===== config.mk =====
export PLATFORM = sky130hd
export DESIGN_NAME = cfb_bank
export DESIGN_NICKNAME = d
export VERILOG_FILES = /design/src/logic/cfb_pkg.sv /design/src/logic/cfb_bank.sv /design/src/logic/cfb_upstream_div.sv
export VERILOG_INCLUDE_DIRS = /design/src /design/src/logic
export SDC_FILE = /design/constraint.sdc
export NUM_CORES = 1
export LEC_CHECK = 0
export BUFFER_PORTS_ARGS = -buffer_cell sky130_fd_sc_hd__buf_4
export CORE_UTILIZATION = 61
export CTS_CLUSTER_DIAMETER = 120
export DETAILED_ROUTE_END_ITERATION = 8
export PLACE_DENSITY = 0.86
export SLEW_MARGIN = 20
export SYNTH_ARGS = -nofsm -noshare
export SYNTH_HDL_FRONTEND = slang
export SYNTH_SLANG_ARGS = --single-unit

===== constraint.sdc =====
create_clock -name clk_sys -period 5.9 [get_ports clk_sys]
set_input_delay 0.59 -clock clk_sys [delete_from_list [all_inputs] [get_ports clk_sys]]
set_output_delay 0.59 -clock clk_sys [all_outputs]
set_load 0.02 [all_outputs]

===== src/logic/cfb_defs.svh =====
`ifndef CFB_DEFS_SVH
`define CFB_DEFS_SVH

// ----------------------------------------
// register byte offsets
// ----------------------------------------
`define CFB_OFS_SENSOR   8'h08
`define CFB_OFS_LATCH    8'h0c
`define CFB_OFS_LOCK     8'h10
`define CFB_OFS_STATUS   8'h14

// ----------------------------------------
// reset values and lock key
// ----------------------------------------
`define CFB_RST_SENSOR   8'h08
`define CFB_RST_LATCH    8'h02
`define CFB_LOCK_KEY     8'h01

// ----------------------------------------
// timeouts in ms per select code
// ----------------------------------------
`define CFB_TO_SEL1_MS   23'h044d90
`define CFB_TO_SEL2_MS   23'h083d60
`define CFB_TO_SEL3_MS   23'h1164a0
`define CFB_TO_SEL4_MS   23'h19a280
`define CFB_TO_SEL5_MS   23'h21df60
`define CFB_TO_SEL6_MS   23'h44aa20
`define CFB_TO_SEL7_MS   23'h0001d6

// ----------------------------------------
// link edges per upstream half period
// ----------------------------------------
`define CFB_HALF_DIV64   7'h20
`define CFB_HALF_DIV16   7'h08
`define CFB_HALF_DIV32   7'h10
`define CFB_HALF_DIV128  7'h40

`endif


===== src/logic/cfb_pkg.sv =====
package cfb_pkg;

    typedef struct packed {
        logic [5:0] spare;
        logic       falling_edge_filter_on;
        logic       hysteresis_tap_select;
    } cfb_sensor_cfg_t;

    typedef struct packed {
        logic [2:0] power_latch_timeout_sel;
        logic       low_current_offstate_diag;
        logic [1:0] upstream_div_sel;
        logic       kline_slew_limit;
        logic       lock;
    } cfb_latch_cfg_t;

    typedef enum logic [2:0] {
        CFB_TMR_IDLE    = 3'b001,
        CFB_TMR_RUN     = 3'b010,
        CFB_TMR_EXPIRED = 3'b100
    } cfb_tmr_state_t;

endpackage


===== src/logic/cfb_bank.sv =====
// Function
// - sensor register readable, written by own command
// - bit1 enables falling edge filter
// - bit0 picks hysteresis tap point
// - latch register readable, written by own command
// - bits7-5 select power latch timeout
// - diag bit gates both low drivers
// - bits3-2 select upstream clock ratio
`include "cfb_defs.svh"

module cfb_bank #(
    parameter int MS_CYCLES = 125000,  // clocks per millisecond
    parameter int FILT_CYC  = 8        // low samples before a fall passes
) (
    input  wire logic        clk_sys,                // system clock
    input  wire logic        nrst,                   // async reset, low
    input  wire logic        wb_cyc_i,               // bus cycle
    input  wire logic        wb_stb_i,               // strobe
    input  wire logic        wb_we_i,                // write enable
    input  wire logic [7:0]  wb_adr_i,               // byte address
    input  wire logic [3:0]  wb_sel_i,               // byte selects
    input  wire logic [31:0] wb_dat_i,               // write data
    output logic [31:0]      wb_dat_o,               // read data
    output logic             wb_ack_o,               // acknowledge
    input  wire logic        crank_sensor_input,     // raw crank pin
    input  wire logic        link_clock_in,          // link clock pin
    input  wire logic        power_latch_active,     // power latch mode pin
    output logic             crank_filtered,         // conditioned crank signal
    output logic             hysteresis_feedback,    // hysteresis feedback tap
    output logic             driver_a_diag_en,       // driver a diag and bias
    output logic             driver_b_diag_en,       // driver b diag and bias
    output logic             upstream_clk_out,       // divided upstream clock
    output logic             kline_slew_limit_on,    // k-line slew limit
    output logic             power_latch_expired     // timeout reached
);

    localparam int PW = $clog2(MS_CYCLES + 1);
    localparam int FW = $clog2(FILT_CYC + 1);

    if (MS_CYCLES < 1) begin : g_chk_ms
        $error("MS_CYCLES must be at least 1");
    end
    if (FILT_CYC < 1) begin : g_chk_filt
        $error("FILT_CYC must be at least 1");
    end

    cfb_pkg::cfb_sensor_cfg_t sensor_cfg;
    cfb_pkg::cfb_latch_cfg_t  latch_cfg;
    cfb_pkg::cfb_tmr_state_t  tmr_state;
    logic [2:0]               sync1;
    logic [2:0]               sync2;
    logic                     link_prev;
    logic                     link_edge;
    logic                     crank_s;
    logic                     active_s;
    logic [FW-1:0]            low_cnt;
    logic [PW-1:0]            pre_cnt;
    logic [22:0]              ms_cnt;
    logic [22:0]              ms_limit;
    logic                     ms_tick;
    logic                     wr_ok;
    logic [31:0]              next_dat;

    // ----------------------------------------
    // pin synchronisers
    // ----------------------------------------
    always_ff @(posedge clk_sys or negedge nrst) begin
        if (!nrst) begin
            sync1     <= 3'h0;
            sync2     <= 3'h0;
            link_prev <= 1'b0;
        end else begin
            sync1     <= {power_latch_active, link_clock_in, crank_sensor_input};
            sync2     <= sync1;
            link_prev <= sync2[1];
        end
    end

    assign crank_s   = sync2[0];
    assign active_s  = sync2[2];
    assign link_edge = sync2[1] & ~link_prev;

    // ----------------------------------------
    // wishbone slave
    // ----------------------------------------
    // lock blocks every write
    assign wr_ok = wb_cyc_i & wb_stb_i & wb_we_i & wb_ack_o & wb_sel_i[0] & ~latch_cfg.lock;

    always_comb begin
        next_dat = 32'h0000_0000;
        unique case (wb_adr_i)
            `CFB_OFS_SENSOR: next_dat = {24'h00_0000, sensor_cfg};
            `CFB_OFS_LATCH:  next_dat = {24'h00_0000, latch_cfg};
            `CFB_OFS_STATUS: next_dat = {27'h000_0000, tmr_state, hysteresis_feedback, crank_filtered};
            default:         next_dat = 32'h0000_0000;
        endcase
    end

    always_ff @(posedge clk_sys or negedge nrst) begin
        if (!nrst) begin
            wb_ack_o <= 1'b0;
            wb_dat_o <= 32'h0000_0000;
        end else begin
            wb_ack_o <= wb_cyc_i & wb_stb_i & ~wb_ack_o;
            wb_dat_o <= next_dat;
        end
    end

    // ----------------------------------------
    // configuration registers
    // ----------------------------------------
    always_ff @(posedge clk_sys or negedge nrst) begin
        if (!nrst) begin
            sensor_cfg <= `CFB_RST_SENSOR;
        end else if (wr_ok && wb_adr_i == `CFB_OFS_SENSOR) begin
            sensor_cfg <= wb_dat_i[7:0];
        end
    end

    always_ff @(posedge clk_sys or negedge nrst) begin
        if (!nrst) begin
            latch_cfg <= `CFB_RST_LATCH;
        end else if (wr_ok && wb_adr_i == `CFB_OFS_LATCH) begin
            latch_cfg      <= wb_dat_i[7:0];
            latch_cfg.lock <= 1'b0;
        end else if (wr_ok && wb_adr_i == `CFB_OFS_LOCK && wb_dat_i[7:0] == `CFB_LOCK_KEY) begin
            latch_cfg.lock <= 1'b1;
        end
    end

    // ----------------------------------------
    // crank input conditioning
    // ----------------------------------------
    // only bits 1 and 0 steer logic
    always_ff @(posedge clk_sys or negedge nrst) begin
        if (!nrst) begin
            crank_filtered <= 1'b0;
            low_cnt        <= '0;
        end else if (crank_s) begin
            crank_filtered <= 1'b1;
            low_cnt        <= '0;
        end else if (!sensor_cfg.falling_edge_filter_on) begin
            crank_filtered <= 1'b0;
            low_cnt        <= '0;
        end else if (low_cnt == FW'(FILT_CYC - 1)) begin
            crank_filtered <= 1'b0;
        end else begin
            low_cnt <= low_cnt + FW'(1);
        end
    end

    always_ff @(posedge clk_sys or negedge nrst) begin
        if (!nrst) begin
            hysteresis_feedback <= 1'b0;
        end else begin
            hysteresis_feedback <= sensor_cfg.hysteresis_tap_select ? crank_filtered : crank_s;
        end
    end

    // ----------------------------------------
    // driver and link outputs
    // ----------------------------------------
    always_ff @(posedge clk_sys or negedge nrst) begin
        if (!nrst) begin
            driver_a_diag_en    <= 1'b0;
            driver_b_diag_en    <= 1'b0;
            kline_slew_limit_on <= 1'b0;
        end else begin
            driver_a_diag_en    <= latch_cfg.low_current_offstate_diag;
            driver_b_diag_en    <= latch_cfg.low_current_offstate_diag;
            kline_slew_limit_on <= latch_cfg.kline_slew_limit;
        end
    end

    cfb_upstream_div u_div (
        .clk_sys      (clk_sys),
        .nrst         (nrst),
        .link_edge    (link_edge),
        .div_sel      (latch_cfg.upstream_div_sel),
        .upstream_clk (upstream_clk_out)
    );

    // ----------------------------------------
    // power latch timeout
    // ----------------------------------------
    // timeout per select code
    always_comb begin
        unique case (latch_cfg.power_latch_timeout_sel)
            3'h1:    ms_limit = `CFB_TO_SEL1_MS;
            3'h2:    ms_limit = `CFB_TO_SEL2_MS;
            3'h3:    ms_limit = `CFB_TO_SEL3_MS;
            3'h4:    ms_limit = `CFB_TO_SEL4_MS;
            3'h5:    ms_limit = `CFB_TO_SEL5_MS;
            3'h6:    ms_limit = `CFB_TO_SEL6_MS;
            3'h7:    ms_limit = `CFB_TO_SEL7_MS;
            default: ms_limit = 23'h00_0000;
        endcase
    end

    assign ms_tick = (pre_cnt == PW'(MS_CYCLES - 1));

    always_ff @(posedge clk_sys or negedge nrst) begin
        if (!nrst) begin
            pre_cnt <= '0;
        end else if (tmr_state != cfb_pkg::CFB_TMR_RUN || ms_tick) begin
            pre_cnt <= '0;
        end else begin
            pre_cnt <= pre_cnt + PW'(1);
        end
    end

    always_ff @(posedge clk_sys or negedge nrst) begin
        if (!nrst) begin
            tmr_state <= cfb_pkg::CFB_TMR_IDLE;
            ms_cnt    <= 23'h00_0000;
        end else begin
            unique case (tmr_state)
                cfb_pkg::CFB_TMR_IDLE: begin
                    ms_cnt <= 23'h00_0000;
                    if (active_s && latch_cfg.power_latch_timeout_sel != 3'h0) begin
                        tmr_state <= cfb_pkg::CFB_TMR_RUN;
                    end
                end
                cfb_pkg::CFB_TMR_RUN: begin
                    if (!active_s || latch_cfg.power_latch_timeout_sel == 3'h0) begin
                        tmr_state <= cfb_pkg::CFB_TMR_IDLE;
                    end else if (ms_tick && ms_cnt >= ms_limit - 23'h00_0001) begin
                        tmr_state <= cfb_pkg::CFB_TMR_EXPIRED;
                    end else if (ms_tick) begin
                        ms_cnt <= ms_cnt + 23'h00_0001;
                    end
                end
                cfb_pkg::CFB_TMR_EXPIRED: begin
                    if (!active_s) begin
                        tmr_state <= cfb_pkg::CFB_TMR_IDLE;
                    end
                end
                default: tmr_state <= cfb_pkg::CFB_TMR_IDLE;
            endcase
        end
    end

    assign power_latch_expired = (tmr_state == cfb_pkg::CFB_TMR_EXPIRED);
endmodule


===== src/logic/cfb_upstream_div.sv =====
`include "cfb_defs.svh"

module cfb_upstream_div (
    input  wire logic       clk_sys,      // system clock
    input  wire logic       nrst,         // async reset, low
    input  wire logic       link_edge,    // one pulse per link clock rising edge
    input  wire logic [1:0] div_sel,      // ratio select
    output logic            upstream_clk  // divided clock level
);

    logic [6:0] half;
    logic [6:0] cnt;

    // ----------------------------------------
    // ratio decode
    // ----------------------------------------
    // ratio per select
    always_comb begin
        unique case (div_sel)
            2'b00: half = `CFB_HALF_DIV64;
            2'b01: half = `CFB_HALF_DIV16;
            2'b10: half = `CFB_HALF_DIV32;
            2'b11: half = `CFB_HALF_DIV128;
        endcase
    end

    // ----------------------------------------
    // edge counter and toggle
    // ----------------------------------------
    always_ff @(posedge clk_sys or negedge nrst) begin
        if (!nrst) begin
            cnt          <= 7'h00;
            upstream_clk <= 1'b0;
        end else if (link_edge) begin
            // ratio change mid-period keeps the count; a count at or past the new half ends the period on the next edge
            if (cnt >= half - 7'h01) begin
                cnt          <= 7'h00;
                upstream_clk <= ~upstream_clk;
            end else begin
                cnt <= cnt + 7'h01;
            end
        end
    end

endmodule


; After elaboration in Yosys (flattened, before gate mapping)
; Cells that the tools add are included.
[word_totals]
reg_bits = 115
latch_bits = 0
mem_bits_rw = 0
mem_bits_ro = 0
inputBits = 52
output_inout_bits = 40
elab_cells = 111
memories = 0
[classes]
addsub = 6
n_mul = 0
div_mod_pow = 0
n_lt_le_gt_ge = 2
eq_ne = 29
n_shift = 0
muxes = 23
n_bitwise = 11
reduce_logical = 17
[op_table]
columns = operator, count
row1 = 23-bit case mux with 7 select lines, 1
row2 = 23-bit 2-to-1 mux, 3
row3 = 23-bit case mux with 2 select lines, 1
row4 = 7-bit case mux with 4 select lines, 1
row5 = 8-bit case mux with 3 select lines, 1
row6 = "23-bit by 1-bit adder with 23-bit output, second input constant", 1
row7 = 23-bit >= comparator, 1
row8 = "23-bit by 1-bit subtractor with 23-bit output, second input constant", 1
row9 = "17-bit by 1-bit adder with 17-bit output, second input constant", 1
row10 = "17-bit equality test, second input constant", 1
row11 = 17-bit 2-to-1 mux, 1
row12 = "8-bit by 4-bit equality test with 1-bit output, second input constant", 2
row13 = "8-bit by 5-bit equality test with 1-bit output, second input constant", 2
row14 = "3-bit equality test, second input constant", 5
row15 = 3-bit 2-to-1 mux, 4
row16 = 4-bit 2-to-1 mux, 3
row17 = "2-bit != test, second input constant", 5
row18 = "3-bit by 2-bit equality test with 1-bit output, second input constant", 3
row19 = 3-bit case mux with 3 select lines, 1
row20 = "8-bit by 1-bit equality test with 1-bit output, second input constant", 1
row21 = "7-bit by 1-bit adder with 7-bit output, second input constant", 1
row22 = 1-bit bitwise AND, 7
row23 = 7-bit >= comparator, 1
row24 = 7-bit 2-to-1 mux, 1
row25 = 21 further kinds, 39

; Longest topological paths before layout
; Gate-level depths: netlist of run 1.
[logic_depth]
ltp_word = 9
ltp_mapped = 16
ltp_nobuf = 15

; Modules after synthesis
; Synthesis of run 1 repeated with hierarchy kept, for this count alone.
[unflattened]
hier_cells = 562
area_unflattened_um2 = 5471.5
[by_module_without_submodules]
columns = mod, instances, cells_each, area_each_um2, seq_area_each_um2
row1 = cfb_bank, 1, 499, 4880.9, 2080.7
row2 = cfb_upstream_div, 1, 63, 590.6, 200.2

; Worst setup path after synthesis of run 1
; OpenSTA, ideal clock, no wires.
[synth_timing]
path_kind = register to register
from = register latch_cfg[7] (netlist name)
to = register ms_cnt[5]
setup_ns = 0.123
arrival_ns = 3.053
required_ns = 5.777
path_slack_ns = 2.724
stages_incl_launch_ff = 17
n_path_buf = 2
period_less_slack_ns = 3.176
path_cell_list = dfrtp_1 -> clkbuf_1 -> nand2_1 -> nand3b_1 -> ha_1 -> nor2b_1 -> nor2_1 -> nor2_1 -> nor2_1 -> ha_1 -> nand2_1 -> o21ai_0 -> a2111oi_4 -> o211a_1 -> buf_4 -> o21ai_0 -> o221a_2
[synth_via]
elab_chain_cells = 7
elab_cells_between_ends = 16
cone_classes = add/sub (1) / order compare (1) / eq/ne (9) / mux (1) / reduce/logical (4)
[synth_lines]
columns = element, line_no
row1 = from (decl), cfb_bank.sv:48  ; cfb_pkg::cfb_latch_cfg_t latch_cfg;
row2 = from (signal assigned), cfb_bank.sv:122  ; latch_cfg <= `CFB_RST_LATCH;
row3 = from (signal assigned), cfb_bank.sv:124  ; latch_cfg <= wb_dat_i[7:0];
row4 = "3-bit equality test, or another cell as far along", cfb_bank.sv:188  ; unique case (latch_cfg.power_latch_timeout_sel)
row5 = 23-bit case mux with 7 select lines, cfb_bank.sv:188
row6 = 23-bit by 1-bit subtractor with 23-bit output, cfb_bank.sv:227  ; end else if (ms_tick && ms_cnt >= ms_limit - 23'h00_0001) begin
row7 = 23-bit >= comparator, cfb_bank.sv:227
row8 = 1-bit logical AND, cfb_bank.sv:227
row9 = 2-bit != test (no source line), --
row10 = 4-bit AND reduction (no source line) (*), --
row11 = to (signal assigned), cfb_bank.sv:230  ; ms_cnt <= ms_cnt + 23'h00_0001;
row12 = to (decl), cfb_bank.sv:58  ; logic [22:0] ms_cnt;
; Every way passes the cells marked *; elsewhere a longest branch is shown, timed or not.
; A chain may end at the register's enable or synchronous reset.

; Final worst setup path of run 1
[layout_timing]
from = register latch_cfg[6] (netlist name)
to = register ms_cnt[13]
; Same word-level chain as after synthesis.

==> impl_metrics.ini, run 1 <==
[sta]
setup_viol = 0
rsz0062_at_grt = no
fin_crit_sh_pct = 72.51
fmax_mhz = 233.8
maxSlewViolCount = 0
tns_ns = 0
period_minus_slack_ns = 4.278
worst_slew_pin_slew_ns = 0.9389
fin_skew_ns = 0.01525
hold_viol_final = 0
slew_headroom_pct = 36.87

[synthesis]
yosys.area.top_type = dfrtp_1
synthFlopType = dfrtp_1
yosys_warnings = 0
ys_types = 67
synth_seq_cells = 91
syn-instance-count = 571
ys_async_sr_fraction_pct = 100.0
synth_edf_count = 0
synth_top_area_share_pct = 40.32
yosysSeqAreaShare_pct = 41.76
ys_top_cells_by_area = dfrtp_1 (40%), ha_1 (7.1%), nand2_1 (4.5%)
postSynthAreaPerCell_um2 = 9.565
syn_area_mm2 = 0.005461

[grt]
grt_pass1_vias = 4369
grt_max_degree = 83
antenna_found_initial = 0
track_usage_pct = 26.11
grt_overflow = 0
grt_first_pass_wirelength_mm = 19.99

[place]
place_congestion = 0.8184
place_hpwl_mm = 8.377
port_buffers = 40
dpl.cell_count = 696

[layout]
multi_input_area_mm2 = 0.002924
layout.nets = 682
area_growth_pct = 7.973
final_cells = 712
nFillCells = 672
final-seq-area_mm2 = 0.002281
layout-drive-gt1-share_pct = 17.05
antennaDiodeCount = 0
fin_util_pct = 67.95

[route]
drt_wl_total_mm = 11.79
viasPerCell = 6.056
post_drt_wl_per_cell_um = 16.56
dr.pass1.iters = 7
drt_first_iter_violations = 332
detail-route-antenna-nets = 0
vias = 4312
route.detailed.drc = 0

[power_and_ir_drop]
peakVddDrop_mv = 0.1815
power_density_mw_per_mm2 = 200.2
p_leak_nw = 2.746

[clock_network]
cts_buffers = 9
cts_max_path_buffers = 2
clkSinkCount = 91
cts_max_level = 3
cts_root_buffer = clkbuf_8
clk_latency_ns = 0.37
clk_pin_slew_ns = 0.10
post_cts_buffers = 0
cts_hold_buf = 0
cts_tree = done
cts_resized = 0

[critical_path]
regToRegSetupSlack_ns = 1.62
critPathLaunchType = register
path_max_fanout = 13
cp.depth = 15
crit_family = compound AO/OA/AOI/OAI gates
reg2reg_to = ms_cnt[13]$_DFFE_PN0P_
rr_worst_depth = 15
path_buf_inv = 1
slowest_stage = o31ai_1
slowest_delay_ns = 0.82
end_kind = register
endpoint = ms_cnt[13]$_DFFE_PN0P_
cpMostUsedCell = nor2_1
criticalPathCategory = reg -> reg
crit_path_start = latch_cfg[6]$_DFFE_PN0P_
r2r_start = latch_cfg[6]$_DFFE_PN0P_
cp.required_ns = 6.18
crit_chain = inv_1 -> nor2_1 -> nand3b_1 -> ha_1 -> nor2b_1 -> nor2_1 -> nor2_1 -> nor2_1 -> ha_1 -> nand2_1 -> o21ai_0 -> o211ai_1 -> o31ai_1 -> o311ai_0 -> o31ai_1
cp.arrival_ns = 4.55

[floorplanning]
die_x_um = 96.62
fp.dieH_um = 96.62
core_mm2 = 0.008678
top_level_ports = 92
dieArea_mm2 = 0.009335
num_rows = 34
initial_core_util_pct = 62.93

[job]
max-cap-violations = 0

[outcome]
status = finished, final reports clean

[min_path]
hold_class = in -> async
area by class of cell:
class                           instances  area share, %
Clock buffer                           10          2.164
Clock inverter                          6         0.9124
Inverter                               15         0.9548
Multi-Input combinational cell        440          49.59
Sequential cell                        91          38.68
Tap cell                              108          2.292
Timing Repair Buffer                   42          5.411
layer usage:
layer,routed length [µm],GRT usage [%]
met3,531,4.118
met2,6093,46.05
met4,388,11.83
met1,4781,31.33
met5,0,0
where the power goes:
| group | total (W) | internal (W) | switching, W |
|---|---|---|---|
| registers | 0.000668 | 0.000646 | 0.0000222 |
| logic | 0.000107 | 0.0000429 | 0.0000645 |
| clock network | 0.000405 | 0.000163 | 0.000243 |
| total | 0.00118 | 0.000851 | 0.000329 |
cells in the mapped netlist (all sizes together), types with 16 or more instances:
cell	count
buf	30
clkbuf	18
dfrtp	88
ha	31
mux2	17
nand2	65
nand3	21
nor2	51
nor3	19
o211ai	16
o21ai	20
or2	17
how the worst min path moves through the flow:
stage	to	slack (ns)	cells after the start
final	ms_cnt[18]$_DFFE_PN0P_	0.04	1
after global routing	ms_cnt[22]$_DFFE_PN0P_	0.04	1
after CTS	ms_cnt[18]$_DFFE_PN0P_	0.04	1
after detailed placement	sync2[2]$_DFF_PN0_	0.33	0
after global placement	sync2[1]$_DFF_PN0_	0.33	0
after floorplan	crank_filtered$_DFFE_PN0P_	0.29	0
cell families after synthesis:
group | Yosys count | share of synthesized area (%)
buf+inv | 63 | 6.277
compound gates | 99 | 13.40
flops | 91 | 41.76
mux | 32 | 6.254
other cells | 1 | 0.06866
simple gates | 234 | 21.92
fa+ha+maj | 31 | 7.102
xor+xnor | 20 | 3.207
registers in the layout, indices dropped and copies added (netlist names), 3 cells and up:
name / cells
sync2: 3
wb_dat_o: 8
sensor_cfg: 8
u_div.cnt: 7
latch_cfg: 8
ms_cnt: 23
tmr_state: 3
low_cnt: 4
pre_cnt: 17
sync1: 3
cells in the final DEF, fill, tap and decap left out, types with 8 or more instances in the layout:
master,n
nand2b_1,10
inv_1,15
a21oi_1,15
nor3_1,19
or2_2,14
conb_1,24
dfrtp_1,88
ha_1,31
mux2_2,17
buf_4,41
nand2_1,65
nor2_1,51
clkbuf_8,9
xnor2_1,12
xor2_1,8
o211ai_1,15
o21ai_0,19
nand3_1,21
mux2i_1,15
through the flow:
step                worst slack (ns)  hold slack (ns)  total power, W  instance area, µm²
floorplan                      2.724           0.2944       0.0007515                5548
finish                         1.622          0.03960        0.001180                5897
global route                   1.267          0.04259        0.001229                5897
global placement               1.954           0.3336       0.0007827                5712
detailed placement             1.800           0.3347       0.0007870                5712
CTS                            1.715          0.04432        0.001183                5893
worst reg2reg max path, cell delays in order (launching register included):
cell	delay (ns)
dfrtp_1	0.64
inv_1	0.18
nor2_1	0.33
nand3b_1	0.17
ha_1	0.25
nor2b_1	0.19
nor2_1	0.05
nor2_1	0.11
nor2_1	0.06
ha_1	0.27
nand2_1	0.05
o21ai_0	0.40
o211ai_1	0.28
o31ai_1	0.82
o311ai_0	0.27
o31ai_1	0.12
No activity file was read; power rests on OpenSTA's default activity.
==> inputs of run 2 (changes only) <==
--- a/config.mk
+++ b/config.mk
@@ -6,11 +6,12 @@
 export SDC_FILE = /design/constraint.sdc
 export NUM_CORES = 1
 export LEC_CHECK = 0
+export ABC_AREA = 1
 export BUFFER_PORTS_ARGS = -buffer_cell sky130_fd_sc_hd__buf_4
-export CORE_UTILIZATION = 61
+export CORE_UTILIZATION = 57
 export CTS_CLUSTER_DIAMETER = 120
 export DETAILED_ROUTE_END_ITERATION = 8
-export PLACE_DENSITY = 0.86
+export PLACE_DENSITY = 0.81
 export SLEW_MARGIN = 20
 export SYNTH_ARGS = -nofsm -noshare
 export SYNTH_HDL_FRONTEND = slang
==> constraint.sdc (replaced) <==
create_clock -name clk_sys -period 4.1 [get_ports clk_sys]
set_input_delay 0.41 -clock clk_sys [delete_from_list [all_inputs] [get_ports clk_sys]]
set_output_delay 0.41 -clock clk_sys [all_outputs]
set_load 0.02 [all_outputs]
==> impl_metrics.ini, run 2 <==
[layout]
area_growth_pct = 8.443
final_cells = 920
layout_commonest_cell = nand2_1
final-seq-area_mm2 = 0.002281
regMostFlops = ms_cnt
antennaDiodeCount = 0
layout.nets = 869
multi_input_area_mm2 = 0.002843
reg_top3 = ms_cnt (23), pre_cnt (17)
layout-drive-gt1-share_pct = 10.24
fin_util_pct = 64.82
final_cell_mix = nand2_1 (215), nor2_1 (102), dfrtp_1 (88)
nFillCells = 808
largest_reg_flops = 23

[synthesis]
ys_async_sr_fraction_pct = 100.0
synth_edf_count = 0
synth_top_area_share_pct = 39.31
syn-instance-count = 751
yosys.area.top_type = dfrtp_1
postSynthAreaPerCell_um2 = 7.459
yosys_warnings = 0
ys_types = 38
yosysSeqAreaShare_pct = 40.72
ys_top_cells_by_count = nand2_1 (215), nor2_1 (102), dfrtp_1 (88)
synthFlopType = dfrtp_1
synth_most_common_cell = nand2_1
synth_seq_cells = 91
syn_area_mm2 = 0.005602
ys_top_cells_by_area = dfrtp_1 (39%), nand2_1 (14%), ha_1 (6.9%)

[power_and_ir_drop]
p_comb_share_pct = 8.4
p_int_w = 0.001239
total_power_w = 0.001689
peakVddDrop_mv = 0.2632
p_sw_w = 0.0004497
power_density_mw_per_mm2 = 278.0
clkPwrFrac_pct = 35.1
switching_share_pct = 26.63
p_leak_nw = 3.075
seq_power_share_pct = 56.5

[clock_network]
cts_hold_buf = 0
cts_tree = done
cts_buffers = 9
cts_max_path_buffers = 2
cts_max_level = 3
clk_latency_ns = 0.37
cts_root_buffer = clkbuf_8
post_cts_buffers = 0
clk_pin_slew_ns = 0.10
clkSinkCount = 91
cts_resized = 0

[sta]
slew_headroom_pct = 49.84
worst_slew_pin_slew_ns = 0.7524
fmax_mhz = 315.9
period_minus_slack_ns = 3.165
fin_hold_ws_ns = 0.1051
fin_skew_ns = 0.01401
maxSlewViolCount = 0
fin_crit_sh_pct = 77.20
setup_viol = 0
hold_viol_final = 0
rsz0062_at_grt = no
tns_ns = 0

[critical_path]
critPathLaunchType = register
cp.required_ns = 4.35
cp.arrival_ns = 3.42
end_kind = register
path_max_fanout = 23
criticalPathCategory = reg -> reg

[grt]
grt_max_degree = 61
grt_first_pass_wirelength_mm = 20.91
antenna_found_initial = 0
grt_pass1_vias = 4656
grt_overflow = 0
track_usage_pct = 25.87

[route]
route.detailed.drc = 0
post_drt_wl_per_cell_um = 12.92
vias = 4878
viasPerCell = 5.302
detail-route-antenna-nets = 0
drt_wl_total_mm = 11.89
drt_first_iter_violations = 240
dr.pass1.iters = 5

[floorplanning]
num_rows = 35
die_x_um = 101.1
dieArea_mm2 = 0.01023
initial_core_util_pct = 59.77
fp.dieH_um = 101.1
top_level_ports = 92
core_mm2 = 0.009371

[place]
port_buffers = 40
place_congestion = 0.9110
place_hpwl_mm = 8.778
dpl.cell_count = 904

[min_path]
hold_class = in -> async

[job]
max-cap-violations = 0

[outcome]
status = finished, final reports clean
run 2: changes by cell type in the layout (fill, tap and decap cells not counted), moves of 7 or more:
cell | previous run | this run
nand2_1 | 65 | 215
inv_1 | 15 | 71
nor2_1 | 51 | 102
nand3_1 | 21 | 56
mux2_2 | 17 | 1
o21ai_0 | 19 | 35
mux2i_1 | 15 | 0
o211ai_1 | 15 | 4
nand2b_1 | 10 | 0
or2_2 | 14 | 4
nand4_1 | 4 | 13
and3_1 | 7 | 0
run 2: layer usage:
| layer | wire length, µm | track usage, % | vias up |
|---|---|---|---|
| met5 | 0 | 0 | - |
| met4 | 203 | 9.922 | 0 |
| met3 | 522 | 4.831 | 22 |
| met2 | 5873 | 43.17 | 143 |
| met1 | 5289 | 33.57 | 2295 |
| li1 | - | - | 2418 |
run 2: logic make-up after synthesis:
logic type,count (synthesis),synth area share [%]
buffers and inverters,117,10.07
and+or+nand+nor,423,32.25
DFF,91,40.72
muxes,1,0.2010
adders and majority gates,31,6.924
other,1,0.06694
AOI/OAI and AO/OA,65,6.321
xor gates and xnor gates,22,3.440
run 2: layout make-up:
cell class,instances,share of cell area (%)
Clock inverter,4,0.5561
Inverter,76,4.696
Multi-Input combinational cell,566,46.80
Sequential cell,91,37.55
Timing Repair Buffer,42,5.191
Clock buffer,12,2.554
Tap cell,129,2.657
run 2: power groups by stage:
stage	Combinational, W	Clock (W)	Sequential (W)
3_3_place_gp	0.000138	0	0.000967
6_report	0.000141	0.000593	0.000954
3_5_place_dp	0.000142	0	0.000971
4_1_cts	0.000143	0.000606	0.000953
2_1_floorplan	0.0000965	0	0.000967
5_1_grt	0.000160	0.000641	0.000956
run 2: worst paths after layout:
| path | start | end | slack [ns] | cells after the start |
|---|---|---|---|---|
| max in group asynchronous | nrst | tmr_state[0]$_DFFE_PN1P_ | 3.05 | 2 |
| max reg2reg | latch_cfg[7]$_DFFE_PN0P_ | ms_cnt[10]$_DFFE_PN0P_ | 0.93 | 20 |
| min reg2reg | sync1[0]$_DFF_PN0_ | sync2[0]$_DFF_PN0_ | 0.36 | 0 |
| min in group clk_sys | crank_sensor_input | sync1[0]$_DFF_PN0_ | 0.14 | 1 |
| max | latch_cfg[7]$_DFFE_PN0P_ | ms_cnt[10]$_DFFE_PN0P_ | 0.93 | 20 |
| min | nrst | ms_cnt[4]$_DFFE_PN0P_ | 0.11 | 1 |
run 2: critical path, stage by stage (launching register included):
cell	delay, ns
dfrtp_1	0.56
nand2_1	0.19
nor2_1	0.30
inv_1	0.08
ha_1	0.20
inv_1	0.08
nor2_1	0.07
inv_1	0.10
nand2_1	0.06
inv_1	0.06
ha_1	0.21
nand2_1	0.08
inv_1	0.05
nand2_1	0.05
nand2_1	0.04
a21oi_1	0.19
nand3_1	0.14
nand3_2	0.10
nand2_2	0.25
nand2_1	0.15
nand2_1	0.07
run 2: through the flow:
stage | setup WS, ns | instance area [µm²]
after floorplan | 1.421 | 5688
after CTS | 0.9501 | 6075
after global placement | 1.100 | 5886
after global routing | 0.5307 | 6075
after detailed placement | 0.9757 | 5886
final | 0.9349 | 6075
==> inputs of run 3 (changes only) <==
--- a/config.mk
+++ b/config.mk
@@ -8,10 +8,10 @@
 export LEC_CHECK = 0
 export ABC_AREA = 1
 export BUFFER_PORTS_ARGS = -buffer_cell sky130_fd_sc_hd__buf_4
-export CORE_UTILIZATION = 57
+export CORE_UTILIZATION = 52
 export CTS_CLUSTER_DIAMETER = 120
 export DETAILED_ROUTE_END_ITERATION = 8
-export PLACE_DENSITY = 0.81
+export PLACE_DENSITY = 0.77
 export SLEW_MARGIN = 20
 export SYNTH_ARGS = -nofsm -noshare
 export SYNTH_HDL_FRONTEND = slang
==> constraint.sdc (replaced) <==
create_clock -name clk_sys -period 2.55 [get_ports clk_sys]
set_input_delay 0.255 -clock clk_sys [delete_from_list [all_inputs] [get_ports clk_sys]]
set_output_delay 0.255 -clock clk_sys [all_outputs]
set_load 0.02 [all_outputs]
==> impl_metrics.ini, run 3 (synthesis gave the netlist of run 2 again) <==
[clock_network]
clk_pin_slew_ns = 0.09
cts_max_level = 3
clkSinkCount = 91
cts_tree = done
cts_root_buffer = clkbuf_8
clk_latency_ns = 0.38
cts_buffers = 9
cts_max_path_buffers = 2

[outcome]
failed_checks = negative setup slack
status = finished, violations left

[route]
drt_first_iter_violations = 291
post_drt_wl_per_cell_um = 12.87
viasPerCell = 5.102
route.detailed.drc = 0
vias = 4888
dr.pass1.iters = 5
drt_wl_total_mm = 12.33
detail-route-antenna-nets = 0

[power_and_ir_drop]
seq_power_share_pct = 53.0
p_sw_w = 0.0007119
power_density_mw_per_mm2 = 436.4
peakVddDrop_mv = 0.3918
p_comb_share_pct = 8.1
clkPwrFrac_pct = 38.8
p_leak_nw = 3.284
switching_share_pct = 24.75
p_int_w = 0.002164

[sta]
fmax_mhz = 388.9
hold_viol_final = 0
rsz0062_at_grt = yes
worst_slew_pin_slew_ns = 0.5115
maxSlewViolCount = 0
fin_ws_ns = -0.02156
period_minus_slack_ns = 2.572
slew_headroom_pct = 65.59
fin_crit_sh_pct = 100.8
tns_ns = -0.2167
setup_viol = 19
fin_skew_ns = 0.01150

[floorplanning]
core_mm2 = 0.01037
num_rows = 37
dieArea_mm2 = 0.01119
initial_core_util_pct = 54.02
top_level_ports = 92
fp.dieH_um = 105.8
die_x_um = 105.8

[place]
place_congestion = 0.9203
pre_cts_ws_ns = -0.1741
dpl.cell_count = 931
port_buffers = 40
place_hpwl_mm = 8.840

[critical_path]
critPathLaunchType = register
end_kind = register
criticalPathCategory = reg -> reg
cp.arrival_ns = 2.84
path_max_fanout = 6
cp.required_ns = 2.82

[layout]
area_growth_pct = 17.65
largest_reg_flops = 23
layout-drive-gt1-share_pct = 18.73
layout_commonest_cell = nand2_1
final_cells = 958
reg_top3 = ms_cnt (23), pre_cnt (17)
layout.nets = 900
antennaDiodeCount = 0
final_cell_mix = nand2_1 (193), nor2_1 (97), dfrtp_1 (86)
regMostFlops = ms_cnt

[grt]
grt_overflow = 0
grt_max_degree = 92
grt_first_pass_wirelength_mm = 20.68
antenna_found_initial = 0
track_usage_pct = 23.32
grt_pass1_vias = 4541

[min_path]
hold_class = in -> reg

[job]
max-cap-violations = 0
-- run 3: cell types whose count changed in the layout (fill, tap and decap cells not counted), sizes merged --
cell	change
bufinv	+2
clkbuf	-1
dlygate4sd3	+4
buf	+27
clkinvlp	+1
inv	-1
clkinv	-1
-- run 3: area by class of cell --
class	instances	area, µm²
inverter	76	285.3
fill	918	3780
clock inverter	5	85.08
clock buffer	11	141.4
sequential	91	2283
timing repair buffer	73	609.3
multi-input combinational	566	3015
tap	136	170.2
-- run 3: what timing repair did --
action,in CTS,in global routing
resized for setup,26,39
setup endpoints to repair,24,25
hold buffers,4,0
buffers inserted,5,4
gates cloned,2,0
hold endpoints to repair,91,0
pin swaps,10,29
-- run 3: layer usage --
layer	share of wire (%)	global-route usage (%)	up-vias
li1	-	-	2497
met1	47	31.76	2251
met2	47	36.04	125
met3	4.9	4.453	15
met4	1.7	10.52	0
met5	0	0	-
-- run 3: metrics by stage --
step	hold WS (ns)	total power (W)	area (µm²)	util, %
global placement	0.3333	0.001776	6057	58.41
global route	0.1304	0.002986	6590	63.55
finish	0.1221	0.002876	6590	63.55
floorplan	-0.04059	0.001710	5693	-
CTS	0.1148	0.002900	6482	62.51
detailed placement	0.3355	0.001786	6057	58.41
-- run 3: critical path: stages (launching register included) --
cell and delay (ns):
dfrtp_2 0.43, nand2_1 0.09, buf_4 0.14, buf_4 0.12
buf_4 0.13, nor2_1 0.12, nor2_1 0.08, ha_1 0.29
nand2_1 0.13, nor2_4 0.05, buf_4 0.13, a21oi_2 0.16
nand3_2 0.12, nand3_4 0.11, nand2_4 0.10, buf_6 0.16
nand2_1 0.06, nand2_1 0.05
-- run 3: power by group through the flow --
stage | registers [W] | clock network, W | logic (W)
floorplan | 0.00155 | 0 | 0.000155
global placement | 0.00155 | 0 | 0.000223
detailed placement | 0.00155 | 0 | 0.000233
CTS | 0.00153 | 0.00114 | 0.000237
global route | 0.00153 | 0.00119 | 0.000265
finish | 0.00153 | 0.00112 | 0.000234
-- run 3: worst paths after layout --
| path | startpoint | end | slack, ns | cells past startpoint |
|---|---|---|---|---|
| max reg2reg | latch_cfg[6]$_DFFE_PN0P_ | ms_cnt[22]$_DFFE_PN0P_ | -0.02 | 17 |
| max | latch_cfg[6]$_DFFE_PN0P_ | ms_cnt[22]$_DFFE_PN0P_ | -0.02 | 17 |
| min reg2reg | sync1[1]$_DFF_PN0_ | sync2[1]$_DFF_PN0_ | 0.35 | 0 |
| min in group asynchronous | nrst | ms_cnt[17]$_DFFE_PN0P_ | 0.45 | 3 |
| max in group asynchronous | nrst | latch_cfg[6]$_DFFE_PN0P_ | 1.68 | 3 |
| min | wb_stb_i | wb_ack_o$_DFF_PN0_ | 0.12 | 3 |
